$ cat src/inc/ntb_msi_pkg.sv
// Package: offsets, fields, reset values and carriers of the bridge register bank
package ntb_msi_pkg;

	localparam logic [11:0] OFF_CAP_CTRL = 12'h064;
	localparam logic [11:0] OFF_ADDR_LO = 12'h068;
	localparam logic [11:0] OFF_ADDR_HI = 12'h06c;
	localparam logic [11:0] OFF_MSG_DATA = 12'h070;
	localparam logic [11:0] OFF_CAP_HDR = 12'h074;
	localparam logic [11:0] OFF_CTRL = 12'h078;
	localparam logic [11:0] OFF_STATUS = 12'h079;

	localparam int CAP_EN_BIT = 16;
	localparam int CAP_MMC_LSB = 17;
	localparam int CAP_MME_LSB = 20;
	localparam int CAP_WIDE_BIT = 23;
	localparam logic [2:0] ONE_MESSAGE = 3'h0;
	localparam logic [15:0] CAP_LOW_HALF = 16'h7405;

	localparam int CTL_MODE_LSB = 0;
	localparam int CTL_PROT_BIT = 2;
	localparam int CTL_RESET_ACTION_ENABLE_BIT = 3;
	localparam int CTL_RA_BIT = 4;
	localparam int CTL_PROPAGATE_BRIDGE_RESET_BIT = 5;
	localparam int CTL_RST_BIT = 7;

	localparam int ST_FAR_FUND = 0;
	localparam int ST_FAR_HOT = 1;
	localparam int ST_FAR_RIP = 2;
	localparam int ST_FWD_MISS = 3;
	localparam int ST_REV_MISS = 4;
	localparam int ST_TBL_ERR = 5;
	localparam int ST_ECRC = 6;
	localparam int ST_WIN_MISS = 7;

	localparam logic [7:0] RST_CAP_ID = 8'h09;
	localparam logic [7:0] RST_NEXT_PTR = 8'hb4;
	localparam logic [7:0] RST_CAP_LEN = 8'h40;
	localparam logic [7:0] RST_CAP_TYPE = 8'h01;
	localparam logic [31:0] RST_ZERO = 32'h0000_0000;

	typedef enum logic [1:0] {
		MODE_ENABLED = 2'h0,
		MODE_NOT_READY = 2'h1,
		MODE_DISABLED = 2'h2,
		MODE_RESERVED = 2'h3
	} side_mode_t;

	typedef struct packed {
		logic wide;
		logic [63:0] addr;
		logic [15:0] payload;
	} msi_msg_t;

	typedef struct packed {
		logic forward_table_miss;
		logic reverse_table_miss;
		logic table_access;
		logic table_index_valid;
		logic crc_fault;
		logic crc_consumed;
		logic window_miss;
	} rx_events_t;

endpackage

$ cat src/rtl/ntb_msi_control_status.sv
// Bridge register bank: interrupt capability, address/data, capability header, control and status
`timescale 1ns/1ps

// Behaviour
// RL1: Interrupts are sent only while capability enable bit 16 is one.
// RL2: Capability reads one message in both count fields and bit 23 set.
// RL3: Lower address holds bits 31:2; bits 1:0 read zero, ignore writes.
// RL4: Nonzero upper address selects a 64-bit interrupt write, else 32-bit.
// RL5: Interrupt write carries 16-bit payload; data bits 31:16 read zero.
// RL6: Capability header resets to 0x9, 0xB4, 0x40, 0x1; fields writable.
// RL7: Mode decodes 0 enabled, 1 not ready, 2 disabled, 3 reserved.
// RL8: Not ready: far config requests get retry, other far traffic ignored.
// RL9: Disabled: far traffic discarded with credits returned; outbound continues.
// RL10: If both sides block, the side that blocked first returns to enabled.
// RL11: Mode resets 0 external, 1 internal; only internal resets touch it.
// RL12: Protect bit: far writes to capability ignored, far reads return zero.
// RL13: Internal side applies reset action on far reset; external reads zero.
// RL14: Non-transparent mode with bit 5: bridge reset input resets whole device.
// RL15: Writing one to control bit 7 resets the device; reads zero.
// RL16: Far fundamental and hot reset flags set on detection, clear on one.
// RL17: Reset-in-progress flag follows far reset; software avoids access then.
// RL18: Forward and reverse table misses set status bits 3 and 4.
// RL19: Table data access with invalid index sets status bit 5.
// RL20: Crc fault on forwarded packet sets bit 6; window miss sets 7.
// RL21: Control bits 2-5 and flags except 0 survive non-internal-fundamental resets.
// RL22: Byte enables keep control and status bytes independent.
module ntb_msi_control_status
	import ntb_msi_pkg::*;
#(
	parameter bit IS_INTERNAL = 1'b1
)(
	input wire logic core_clk_i,
	input wire logic rst_n_i,
	input wire logic int_hot_rst_i,
	input wire logic ext_fund_rst_i,
	input wire logic ext_hot_rst_i,
	input wire logic cfg_req_i,
	input wire logic cfg_wr_i,
	input wire logic cfg_far_i,
	input wire logic [11:0] cfg_addr_i,
	input wire logic [3:0] cfg_be_i,
	input wire logic [31:0] cfg_wdata_i,
	output logic cfg_ack_o,
	output logic [31:0] cfg_rdata_o,
	input wire logic msi_req_i,
	output logic msi_send_o,
	output msi_msg_t msi_msg_o,
	input wire logic far_rx_valid_i,
	input wire logic far_rx_is_cfg_i,
	output logic far_rx_pass_o,
	output logic far_rx_retry_o,
	output logic far_rx_drop_o,
	output logic far_rx_credit_o,
	output logic near_tx_allow_o,
	input wire logic [1:0] peer_mode_i,
	input wire logic peer_force_not_ready_i,
	output logic force_peer_not_ready_o,
	output logic [1:0] opposite_side_mode_o,
	input wire logic far_fund_rst_i,
	input wire logic far_hot_rst_i,
	input wire rx_events_t rx_events_i,
	input wire logic bridge_reset_input_n_i,
	input wire logic nt_mode_i,
	output logic device_reset_o
);

	// Far-side and pin levels cross into the core clock here
	logic [1:0] sync_fund_q, sync_hot_q, sync_brst_q, sync_nt_q;
	logic [1:0] sync_ifh_q, sync_efr_q, sync_ehr_q;
	logic fund_seen_q, hot_seen_q;

	always_ff @(posedge core_clk_i or negedge rst_n_i)
	begin
		if (!rst_n_i)
		begin
			sync_fund_q <= 2'h0;
			sync_hot_q <= 2'h0;
			sync_brst_q <= 2'h3;
			sync_nt_q <= 2'h0;
			sync_ifh_q <= 2'h0;
			sync_efr_q <= 2'h0;
			sync_ehr_q <= 2'h0;
			fund_seen_q <= 1'b0;
			hot_seen_q <= 1'b0;
		end
		else
		begin
			sync_fund_q <= {sync_fund_q[0], far_fund_rst_i};
			sync_hot_q <= {sync_hot_q[0], far_hot_rst_i};
			sync_brst_q <= {sync_brst_q[0], bridge_reset_input_n_i};
			sync_nt_q <= {sync_nt_q[0], nt_mode_i};
			sync_ifh_q <= {sync_ifh_q[0], int_hot_rst_i};
			sync_efr_q <= {sync_efr_q[0], ext_fund_rst_i};
			sync_ehr_q <= {sync_ehr_q[0], ext_hot_rst_i};
			fund_seen_q <= sync_fund_q[1];
			hot_seen_q <= sync_hot_q[1];
		end
	end

	logic far_fund_rise, far_hot_rise, far_reset_rise, far_in_reset;
	logic int_hot, ext_fund, ext_hot, soft_rst;
	assign far_fund_rise = sync_fund_q[1] && !fund_seen_q;
	assign far_hot_rise = sync_hot_q[1] && !hot_seen_q;
	assign far_reset_rise = far_fund_rise || far_hot_rise;
	assign far_in_reset = sync_fund_q[1] || sync_hot_q[1];
	assign int_hot = sync_ifh_q[1];
	assign ext_fund = sync_efr_q[1];
	assign ext_hot = sync_ehr_q[1];
	assign soft_rst = int_hot || ext_fund || ext_hot;

	// Access decode; far accesses to the capability are fenced by the protect bit
	logic wr, rd_hit, hdr_sel, ctl_sel, protect_hit, wr_ok;
	logic prot_q;
	assign hdr_sel = cfg_addr_i == OFF_CAP_HDR;
	assign ctl_sel = cfg_addr_i == OFF_CTRL;
	assign protect_hit = cfg_far_i && prot_q && (hdr_sel || ctl_sel);
	assign wr = cfg_req_i && cfg_wr_i;
	assign wr_ok = wr && !protect_hit; // [RL12]
	assign rd_hit = cfg_req_i && !cfg_wr_i;

	logic en_q;
	logic [31:2] addr_lo_q;
	logic [31:0] addr_hi_q;
	logic [15:0] payload_q;
	logic [31:0] hdr_q;
	logic rst_cmd_q;

	always_ff @(posedge core_clk_i or negedge rst_n_i)
	begin
		if (!rst_n_i)
		begin
			en_q <= 1'b0;
			addr_lo_q <= 30'h0000_0000;
			addr_hi_q <= RST_ZERO;
			payload_q <= 16'h0000;
			hdr_q <= {RST_CAP_TYPE, RST_CAP_LEN, RST_NEXT_PTR, RST_CAP_ID}; // [RL6]
		end
		else if (soft_rst)
		begin
			en_q <= 1'b0;
			addr_lo_q <= 30'h0000_0000;
			addr_hi_q <= RST_ZERO;
			payload_q <= 16'h0000;
			hdr_q <= {RST_CAP_TYPE, RST_CAP_LEN, RST_NEXT_PTR, RST_CAP_ID}; // [RL6]
		end
		else if (wr_ok)
		begin
			if (cfg_addr_i == OFF_CAP_CTRL && cfg_be_i[2])
				en_q <= cfg_wdata_i[CAP_EN_BIT]; // [RL1]
			if (cfg_addr_i == OFF_ADDR_LO)
			begin
				if (cfg_be_i[0])
					addr_lo_q[7:2] <= cfg_wdata_i[7:2]; // [RL3]
				for (int b = 1; b < 4; b++)
					if (cfg_be_i[b])
						addr_lo_q[b*8 +: 8] <= cfg_wdata_i[b*8 +: 8];
			end
			for (int b = 0; b < 4; b++)
			begin
				if (cfg_addr_i == OFF_ADDR_HI && cfg_be_i[b])
					addr_hi_q[b*8 +: 8] <= cfg_wdata_i[b*8 +: 8];
				if (hdr_sel && cfg_be_i[b])
					hdr_q[b*8 +: 8] <= cfg_wdata_i[b*8 +: 8]; // [RL6]
			end
			for (int b = 0; b < 2; b++)
				if (cfg_addr_i == OFF_MSG_DATA && cfg_be_i[b])
					payload_q[b*8 +: 8] <= cfg_wdata_i[b*8 +: 8]; // [RL5]
		end
	end

	// Sticky control bits survive all but the internal fundamental reset
	logic reset_action_enable_q, ra_q, propagate_bridge_reset_q;
	always_ff @(posedge core_clk_i or negedge rst_n_i)
	begin
		if (!rst_n_i)
		begin
			prot_q <= 1'b0;
			reset_action_enable_q <= 1'b0;
			ra_q <= 1'b0;
			propagate_bridge_reset_q <= 1'b0;
		end
		else if (wr_ok && ctl_sel && cfg_be_i[0]) // [RL22]
		begin
			prot_q <= cfg_wdata_i[CTL_PROT_BIT]; // [RL21]
			reset_action_enable_q <= IS_INTERNAL && cfg_wdata_i[CTL_RESET_ACTION_ENABLE_BIT]; // [RL13]
			ra_q <= IS_INTERNAL && cfg_wdata_i[CTL_RA_BIT]; // [RL13]
			propagate_bridge_reset_q <= cfg_wdata_i[CTL_PROPAGATE_BRIDGE_RESET_BIT];
		end
	end

	// Device reset request is a one-cycle strobe; the bit itself never reads back
	always_ff @(posedge core_clk_i or negedge rst_n_i)
	begin
		if (!rst_n_i)
			rst_cmd_q <= 1'b0;
		else
			rst_cmd_q <= wr_ok && ctl_sel && cfg_be_i[0] && cfg_wdata_i[CTL_RST_BIT]; // [RL15]
	end

	always_ff @(posedge core_clk_i or negedge rst_n_i)
	begin
		if (!rst_n_i)
			device_reset_o <= 1'b0;
		else
			device_reset_o <= rst_cmd_q || (propagate_bridge_reset_q && sync_nt_q[1] && !sync_brst_q[1]); // [RL14] [RL15]
	end

	// Opposite-side mode and deadlock breaker
	side_mode_t mode_q;
	logic own_block, peer_block, own_block_q, peer_block_q, act_own, act_peer;
	assign own_block = mode_q == MODE_NOT_READY || mode_q == MODE_DISABLED;
	assign peer_block = peer_mode_i == MODE_NOT_READY || peer_mode_i == MODE_DISABLED;
	assign act_own = IS_INTERNAL && reset_action_enable_q && ra_q && far_reset_rise; // [RL13]
	assign act_peer = IS_INTERNAL && reset_action_enable_q && !ra_q && far_reset_rise; // [RL13]

	always_ff @(posedge core_clk_i or negedge rst_n_i)
	begin
		if (!rst_n_i)
		begin
			own_block_q <= 1'b0;
			peer_block_q <= 1'b0;
		end
		else
		begin
			own_block_q <= own_block;
			peer_block_q <= peer_block;
		end
	end

	always_ff @(posedge core_clk_i or negedge rst_n_i)
	begin
		if (!rst_n_i)
			mode_q <= IS_INTERNAL ? MODE_NOT_READY : MODE_ENABLED; // [RL11]
		else if (int_hot)
			mode_q <= IS_INTERNAL ? MODE_NOT_READY : MODE_ENABLED; // [RL11]
		else if (own_block && own_block_q && peer_block && !peer_block_q)
			mode_q <= MODE_ENABLED; // [RL10]
		else if (act_own || peer_force_not_ready_i)
			mode_q <= MODE_NOT_READY; // [RL13]
		else if (wr_ok && ctl_sel && cfg_be_i[0])
			mode_q <= side_mode_t'(cfg_wdata_i[CTL_MODE_LSB +: 2]); // [RL22]
	end

	always_ff @(posedge core_clk_i or negedge rst_n_i)
	begin
		if (!rst_n_i)
			force_peer_not_ready_o <= 1'b0;
		else
			force_peer_not_ready_o <= act_peer;
	end

	assign opposite_side_mode_o = mode_q;

	// Far receive path; reserved mode is treated as enabled
	always_comb
	begin
		far_rx_pass_o = 1'b0;
		far_rx_retry_o = 1'b0;
		far_rx_drop_o = 1'b0;
		far_rx_credit_o = 1'b0;
		case (mode_q) // [RL7]
			MODE_NOT_READY:
			begin
				far_rx_retry_o = far_rx_valid_i && far_rx_is_cfg_i; // [RL8]
				far_rx_drop_o = far_rx_valid_i && !far_rx_is_cfg_i; // [RL8]
			end
			MODE_DISABLED:
			begin
				far_rx_drop_o = far_rx_valid_i; // [RL9]
				far_rx_credit_o = far_rx_valid_i; // [RL9]
			end
			default:
				far_rx_pass_o = far_rx_valid_i;
		endcase
	end

	assign near_tx_allow_o = 1'b1; // [RL9]

	// Status flags: a set in the same cycle as a write-one clear wins; the external fundamental reset still clears flag 0 over a set
	logic [7:0] sts_q, sts_set, sts_clr;
	always_comb
	begin
		sts_set = 8'h00;
		sts_set[ST_FAR_FUND] = far_fund_rise; // [RL16]
		sts_set[ST_FAR_HOT] = far_hot_rise; // [RL16]
		sts_set[ST_FWD_MISS] = rx_events_i.forward_table_miss; // [RL18]
		sts_set[ST_REV_MISS] = rx_events_i.reverse_table_miss; // [RL18]
		sts_set[ST_TBL_ERR] = rx_events_i.table_access && !rx_events_i.table_index_valid; // [RL19]
		sts_set[ST_ECRC] = rx_events_i.crc_fault && !rx_events_i.crc_consumed; // [RL20]
		sts_set[ST_WIN_MISS] = rx_events_i.window_miss; // [RL20]
		sts_clr = (wr_ok && ctl_sel && cfg_be_i[1]) ? cfg_wdata_i[15:8] : 8'h00; // [RL22]
		sts_clr[ST_FAR_RIP] = 1'b0;
	end

	always_ff @(posedge core_clk_i or negedge rst_n_i)
	begin
		if (!rst_n_i)
			sts_q <= 8'h00;
		else
		begin
			sts_q <= (sts_q & ~sts_clr) | sts_set; // [RL21]
			sts_q[ST_FAR_RIP] <= far_in_reset; // [RL17]
			if (ext_fund)
				sts_q[ST_FAR_FUND] <= 1'b0; // [RL21]
		end
	end

	// Interrupt message launch
	always_ff @(posedge core_clk_i or negedge rst_n_i)
	begin
		if (!rst_n_i)
		begin
			msi_send_o <= 1'b0;
			msi_msg_o <= '0;
		end
		else
		begin
			msi_send_o <= msi_req_i && en_q; // [RL1]
			if (msi_req_i && en_q)
			begin
				msi_msg_o.wide <= addr_hi_q != RST_ZERO; // [RL4]
				msi_msg_o.addr <= {addr_hi_q, addr_lo_q, 2'b00}; // [RL4]
				msi_msg_o.payload <= payload_q; // [RL5]
			end
		end
	end

	// Read mux and one-cycle answer
	logic [31:0] rdata;
	always_comb
	begin
		rdata = 32'h0000_0000;
		case (cfg_addr_i)
			OFF_CAP_CTRL:
				rdata = {8'h00, 1'b1, ONE_MESSAGE, ONE_MESSAGE, en_q, CAP_LOW_HALF}; // [RL2]
			OFF_ADDR_LO:
				rdata = {addr_lo_q, 2'b00}; // [RL3]
			OFF_ADDR_HI:
				rdata = addr_hi_q;
			OFF_MSG_DATA:
				rdata = {16'h0000, payload_q}; // [RL5]
			OFF_CAP_HDR:
				rdata = hdr_q;
			OFF_CTRL:
				rdata = {16'h0000, sts_q, 1'b0, 1'b0, propagate_bridge_reset_q, ra_q, reset_action_enable_q, prot_q, mode_q}; // [RL15]
			default:
				rdata = 32'h0000_0000;
		endcase
		if (protect_hit)
			rdata = 32'h0000_0000; // [RL12]
	end

	always_ff @(posedge core_clk_i or negedge rst_n_i)
	begin
		if (!rst_n_i)
		begin
			cfg_ack_o <= 1'b0;
			cfg_rdata_o <= 32'h0000_0000;
		end
		else
		begin
			cfg_ack_o <= cfg_req_i;
			cfg_rdata_o <= rd_hit ? rdata : 32'h0000_0000;
		end
	end
endmodule // ntb_msi_control_status

$ cat config.mk
export PLATFORM = sky130hd
export DESIGN_NAME = ntb_msi_control_status
export DESIGN_NICKNAME = d
export VERILOG_FILES = /design/src/inc/ntb_msi_pkg.sv /design/src/rtl/ntb_msi_control_status.sv
export SDC_FILE = /design/constraint.sdc
export NUM_CORES = 1
export LEC_CHECK = 0
export ABC_CLOCK_PERIOD_IN_PS = 4200
export BUFFER_PORTS_ARGS = -buffer_cell sky130_fd_sc_hd__buf_4
export CAP_MARGIN = 30
export CORE_UTILIZATION = 60
export CTS_BUF_LIST = sky130_fd_sc_hd__clkbuf_2 sky130_fd_sc_hd__clkbuf_4 sky130_fd_sc_hd__clkbuf_8
export DETAILED_ROUTE_END_ITERATION = 8
export PLACE_DENSITY = 0.81
export REMOVE_ABC_BUFFERS = 1
export SYNTH_ARGS = -nofsm -noshare
export SYNTH_HDL_FRONTEND = slang
export SYNTH_SLANG_ARGS = --single-unit
$ cat constraint.sdc
create_clock -name core_clk_i -period 4.2 [get_ports core_clk_i]
set_clock_uncertainty 0.1 [all_clocks]
set_input_delay 0.84 -clock core_clk_i [delete_from_list [all_inputs] [get_ports core_clk_i]]
set_output_delay 0.84 -clock core_clk_i [all_outputs]
set_load 0.01 [all_outputs]
==> results of run 1 <==
==> critical path, cell delays in order (launching register included) <==
cell     delay, ns
dfstp_2       0.59
inv_1         0.06
ha_1          0.35
nor3b_1       0.29
buf_4         0.18
==> final cells by class <==
| class | instances | share of cell area |
|---|---|---|
| sequential | 259 | 0.4660 |
| multi-input combinational | 669 | 0.3185 |
| timing repair buffer | 226 | 0.1269 |
| clock buffer | 73 | 0.06445 |
| tap | 229 | 0.02056 |
| inverter | 8 | 0.002154 |
| clock inverter | 3 | 0.001257 |
| antenna | 1 | 0.0001795 |
==> worst paths after layout <==
check / end / cells past startpoint
setup / recovery: far_rx_drop_o / 4
hold / removal: sync_efr_q[0] / 1
setup reg to reg: cfg_rdata_o[1] / 5
hold reg to reg: sync_ifh_q[1] / 0
max in group asynchronous: hdr_q[10] / 2
min in group core_clk_i: sync_ifh_q[1] / 0
==> cells in the final DEF (no fill, tap or decap), types with 4 or more instances in the layout <==
cell type and count:
nand2_1 15, nor2b_1 8, nor3_1 9, a22oi_1 26, nor4_4 4, inv_1 8, dfrtp_1 248, nand3_1 126
dfstp_2 11, or4_1 4, nor4_1 10, nor2_1 26, mux2_2 114, buf_4 221, o21ai_0 103, clkbuf_4 17
nand4_1 11, and3_1 6, clkbuf_8 56, o21ai_1 17, nand3b_1 11, a21oi_1 119, a211oi_1 5
==> registers in the layout, summed over array words and instances, names as in the netlist, 2 cells and up <==
register              cells
opposite_side_mode_o      2
sync_hot_q                2
sync_fund_q               2
sync_ifh_q                2
payload_q                16
msi_msg_o                79
sync_ehr_q                2
sts_q                     8
cfg_rdata_o              32
hdr_q                    32
sync_efr_q                2
addr_hi_q                32
sync_nt_q                 2
addr_lo_q                30
sync_brst_q               2
==> synth_stat cells (4+ instances only) <==
| library cell | instances | area, um2 |
|---|---|---|
| dfrtp_1 | 248 | 6206 |
| nand3_1 | 126 | 630.6 |
| a21oi_1 | 119 | 595.6 |
| mux2_2 | 114 | 1284 |
| o21ai_0 | 103 | 515.5 |
| clkbuf_1 | 54 | 202.7 |
| a22oi_1 | 26 | 195.2 |
| nor2_1 | 26 | 97.59 |
| buf_2 | 17 | 85.08 |
| o21ai_1 | 17 | 85.08 |
| nand2_1 | 16 | 60.06 |
| buf_1 | 11 | 41.29 |
| dfstp_2 | 11 | 289.0 |
| nand3b_1 | 11 | 82.58 |
| nand4_1 | 11 | 68.82 |
| nor4_1 | 11 | 68.82 |
| nor3_1 | 10 | 50.05 |
| inv_1 | 8 | 30.03 |
| nor2b_1 | 8 | 50.05 |
| and3_1 | 6 | 37.54 |
| a211oi_1 | 5 | 37.54 |
| buf_6 | 5 | 56.30 |
| nor4_4 | 4 | 85.08 |
| or4_1 | 4 | 30.03 |
==> cells by family after synthesis <==
group           after synthesis  synth area share
mux                         114            0.1132
xor+xnor                      2          0.001546
simple gates                255            0.1273
other cells                   2         0.0006625
flops                       259            0.5730
compound gates              293            0.1435
fa+ha+maj                     2          0.002207
buf+inv                      98           0.03863
==> per-stage QoR <==
stage	worst slack (ns)	utilization	cell area (um2)	power [mW]
3_5_place_dp	0.9470	0.7150	13020	2.810
4_1_cts	1.230	0.7653	13940	5.107
3_3_place_gp	1.020	0.7120	12960	2.805
6_report	1.253	0.7655	13940	5.091
5_1_grt	1.158	0.7653	13940	5.236
2_1_floorplan	0.3421	-	10930	2.626
==> layer usage <==
layer  vias to the layer above  share of wire  GRT usage
met3                       105          0.098    0.07433
met5                         -              0          0
li1                       4103              -          -
met2                       585           0.47     0.5216
met4                         0          0.038     0.1526
met1                      4739           0.39     0.4493
==> report_power, final <==
part           internal (mW)  leakage (nW)  switching, mW
combinational         0.0833          2.37          0.170
clock                   1.34         0.489          0.984
sequential              2.51          3.50        0.00694
total                   3.93          6.36           1.16
==> results.toml, run 1 <==
[synthesis]
synth_seq_cells = 259
netlist_area_um2 = 11340
synthArstFlopShare = 1.000
ys_warn_count = 0
synth-edff-count = 0
postSynthCellCount = 1025
synth.distinct_cells = 57
synth_ff_type = "dfrtp_1"
avgSynthCellArea_um2 = 11.06
seq_area_frac_synth = 0.5730

[detailed_routing]
wl_per_cell_um = 21.98
dr.pass1.iters = 5
dr.first_iter.drc_count = 963
drc_errors = 0
via_per_inst = 6.493
routed_wl_mm = 32.27
via_count = 9532
ant_nets = 0

[clocking]
cts_resized = 0
postCtsHoldBufs = 0
clk_latency_ns = 0.55
cts_root_buffer = "clkbuf_8"
cts_setup_buffers = 0
htreeDepth = 2
clock-sinks = 259
cts_buffers = 41
clk_path_buf_depth = 3
clkTransAtPathRegs_ns = 0.07
cts_tree = "done"

[timing]
period_share = 0.7016
fin_crit_ns = 2.947
whs_ns = 0.2491
slew_headroom = 0.3570
rsz0062_at_grt = "no"
fin_tns_setup_ns = 0
max_freq_mhz = 339.4
finalSetupViolCount = 0
hold_viol = 0
worst_pin_slew_ns = 0.9646
final_max_slew_viol_count = 0

[critical_path]
path_class = "reg2out"
critPathLaunchType = "flip-flop"
cp-end-kind = "primary output"
ff2ff_setup_slack_ns = 1.94
cp_data_arrival_time_ns = 2.01
cp_max_fo = 5
crit_start = "opposite_side_mode_o[0]"
reg2reg_from = "prot_q"
required_ns = 3.26

[worst_hold_path]
hold_path_class = "in2async"

[die]
die_x_um = 139.5
initial_core_util = 0.6226
core_area_um2 = 18210
rows = 49
die_h_um = 139.5
top_level_ports = 197
die_area_um2 = 19450

[grt]
grt_pass1_wl_mm = 50.29
overflow = 0
grt_pass1_vias = 9226
grt_max_degree = 123
grt_use_total = 0.3339
antenna_found_initial = 0

[layout]
fill_cells = 1203
final-instance-count-excl-fill = 1468
drive_above_1_share = 0.3562
multi_input_area_um2 = 4439
ff_latch_area_um2 = 6495
synthToLayoutAreaGrowth_pct = 22.96
layout.nets = 1280

[pwr]
leakagePower_nw = 6.361
max-vdd-ir-drop_mv = 0.2491
p_per_area_nw_per_um2 = 365.3

[placement]
post-dp-hpwl_mm = 20.47
port_buffers = 193
dp.cells = 1391
routabilityCongestion = 0.8612

[status]
status = "complete, no violations"

[flow_run]
max_cap_viol_count = 0
Power figures use the tool's default switching activity.
==> run 2, diff against run 1 <==
--- a/config.mk
+++ b/config.mk
@@ -5,13 +5,13 @@
 export SDC_FILE = /design/constraint.sdc
 export NUM_CORES = 1
 export LEC_CHECK = 0
-export ABC_CLOCK_PERIOD_IN_PS = 4200
+export ABC_CLOCK_PERIOD_IN_PS = 2700
 export BUFFER_PORTS_ARGS = -buffer_cell sky130_fd_sc_hd__buf_4
 export CAP_MARGIN = 30
-export CORE_UTILIZATION = 60
+export CORE_UTILIZATION = 53
 export CTS_BUF_LIST = sky130_fd_sc_hd__clkbuf_2 sky130_fd_sc_hd__clkbuf_4 sky130_fd_sc_hd__clkbuf_8
 export DETAILED_ROUTE_END_ITERATION = 8
-export PLACE_DENSITY = 0.81
+export PLACE_DENSITY = 0.75
 export REMOVE_ABC_BUFFERS = 1
 export SYNTH_ARGS = -nofsm -noshare
 export SYNTH_HDL_FRONTEND = slang
==> constraint.sdc (replaced) <==
create_clock -name core_clk_i -period 2.7 [get_ports core_clk_i]
set_clock_uncertainty 0.1 [all_clocks]
set_input_delay 0.54 -clock core_clk_i [delete_from_list [all_inputs] [get_ports core_clk_i]]
set_output_delay 0.54 -clock core_clk_i [all_outputs]
set_load 0.01 [all_outputs]
==> run 2 against run 1 <==
  * Via count fell by 1.2%
  * The run now ends with DRC left
  * Clock power rose by 59%
  * Combinational power rose by 67%
==> results.toml, run 2 (synthesized netlist as in run 1, its figures left out) <==
[status]
status = "finished, violations left"
violations = "DRC"

[detailed_routing]
dr.pass1.iters = 8
routed_wl_mm = 32.47
dr.first_iter.drc_count = 1062
wl_per_cell_um = 21.01
via_per_inst = 6.095
drc_errors = 4
via_count = 9417
ant_nets = 0

[timing]
period_share = 0.9448
max_freq_mhz = 392.0
final_max_slew_viol_count = 0
finalSetupViolCount = 0
worst_pin_slew_ns = 0.6472
fin_crit_ns = 2.551
slew_headroom = 0.5646
hold_viol = 0
rsz0062_at_grt = "no"
setup_slack_ns = 0.1491
whs_ns = 0.08218
fin_tns_setup_ns = 0

[pwr]
leakagePower_nw = 6.533
p_seq_frac = 0.488
p_per_area_nw_per_um2 = 560.2
p_sw_frac = 0.2251
max-vdd-ir-drop_mv = 0.4873
combPwrFrac = 0.053
p_int_mw = 6.220
switchingPower_mw = 1.807
clockPowerShare = 0.459

[clocking]
cts_resized = 0
clk_latency_ns = 0.55
cts_tree = "done"
cts_buffers = 41
cts_root_buffer = "clkbuf_8"
htreeDepth = 2
clock-sinks = 259
cts_setup_buffers = 0
clkTransAtPathRegs_ns = 0.06
clk_path_buf_depth = 3
postCtsHoldBufs = 8

[grt]
grt_pass1_wl_mm = 51.20
grt_pass1_vias = 9348
grt_use_total = 0.3018
overflow = 0
grt_max_degree = 75
antenna_found_initial = 1

[critical_path]
crit_chain = "inv_1 -> ha_1 -> nor3b_1 -> buf_4"
critPathLaunchType = "flip-flop"
critPathMaxStageDelay_ns = 0.60
path_class = "reg2out"
cp_slowest_cell = "dfstp_2"
cp_data_arrival_time_ns = 1.91
cp_max_fo = 5
required_ns = 2.06
path_delay_family = "flip-flops"
worstPathBufferInverterCount = 2
ff2ff_setup_slack_ns = 0.79
cp-end-kind = "primary output"

[layout]
synthToLayoutAreaGrowth_pct = 26.40
layout.nets = 1312
top_register = "msi_msg_o"
final_cell_mix = "248 x dfrtp_1, 240 x buf_4, 126 x nand3_1, 119 x a21oi_1, 114 x mux2_2"
drive_above_1_share = 0.3656
largest_reg_flops = 79
final_common_cell = "dfrtp_1"

[die]
die_area_um2 = 21980
die_h_um = 148.2
core_area_um2 = 21020
top_level_ports = 197
rows = 53
die_x_um = 148.2
initial_core_util = 0.5393

[flow_run]
max_cap_viol_count = 0

[placement]
port_buffers = 193
routabilityCongestion = 0.8582
post-dp-hpwl_mm = 21.55
dp_slack_ns = 0.03873

[worst_hold_path]
hold_path_class = "in2reg"
run 2: changes by cell type in the layout (fill, tap and decap cells not counted), moves of 3 or more:
cell           delta
buf_4            +19
clkbuf_4          -4
clkinv_2          +3
dlygate4sd3_1     +8
buf_12            +6
run 2: metal layers:
metal,global-route usage,up-vias,part of all wire
met5,0,-,0
met4,0.1273,0,0.032
met3,0.06687,73,0.090
met2,0.4610,529,0.47
met1,0.4176,4629,0.41
li1,-,4186,-
run 2: area by class of cell:
type	instances	area, um2
clock inverters	8	92.59
fillers	1575	6693
multi-input cells	669	4439
well taps	275	344.1
inverters	8	30.03
repair buffers	258	2085
flip-flops and latches	259	6495
diodes	1	2.502
clock buffers	67	840.8
run 2: power groups by stage:
stage / Sequential, mW / Clock, mW / Combinational [mW]
final: 3.91 / 3.69 / 0.424
after global routing: 3.91 / 3.92 / 0.459
after CTS: 3.91 / 3.74 / 0.422
after detailed placement: 3.98 / 0 / 0.411
after global placement: 3.98 / 0 / 0.405
after floorplan: 3.98 / 0 / 0.103
run 2: path summary, 6_finish.rpt:
path / from / to / cells after the start
worst max register to register: addr_hi_q[13] / msi_msg_o[80] / 4
max in group asynchronous: rst_n_i / hdr_q[24] / 3
worst min-delay path: rx_events_i[6] / sts_q[3] / 2
worst max-delay path: opposite_side_mode_o[0] / far_rx_drop_o / 4
min in group asynchronous: rst_n_i / addr_hi_q[21] / 2
worst min register to register: sync_ehr_q[0] / sync_ehr_q[1] / 0
run 2: per-stage QoR:
stage / instances / utilization / instance area (um2) / power, mW
after floorplan: 936 / - / 10930 / 4.085
after global placement: 1460 / 0.6320 / 13290 / 4.387
after detailed placement: 1461 / 0.6333 / 13310 / 4.394
after CTS: 1544 / 0.6815 / 14330 / 8.076
after global routing: 1544 / 0.6815 / 14330 / 8.289
final: 1545 / 0.6816 / 14330 / 8.027
run 2: worst register-to-register path, stage by stage (launching register included):
cell and delay, ns:
dfrtp_1 0.42, nor4_1 0.61, nand4_1 0.36, o21ai_0 0.24
nand2_1 0.07
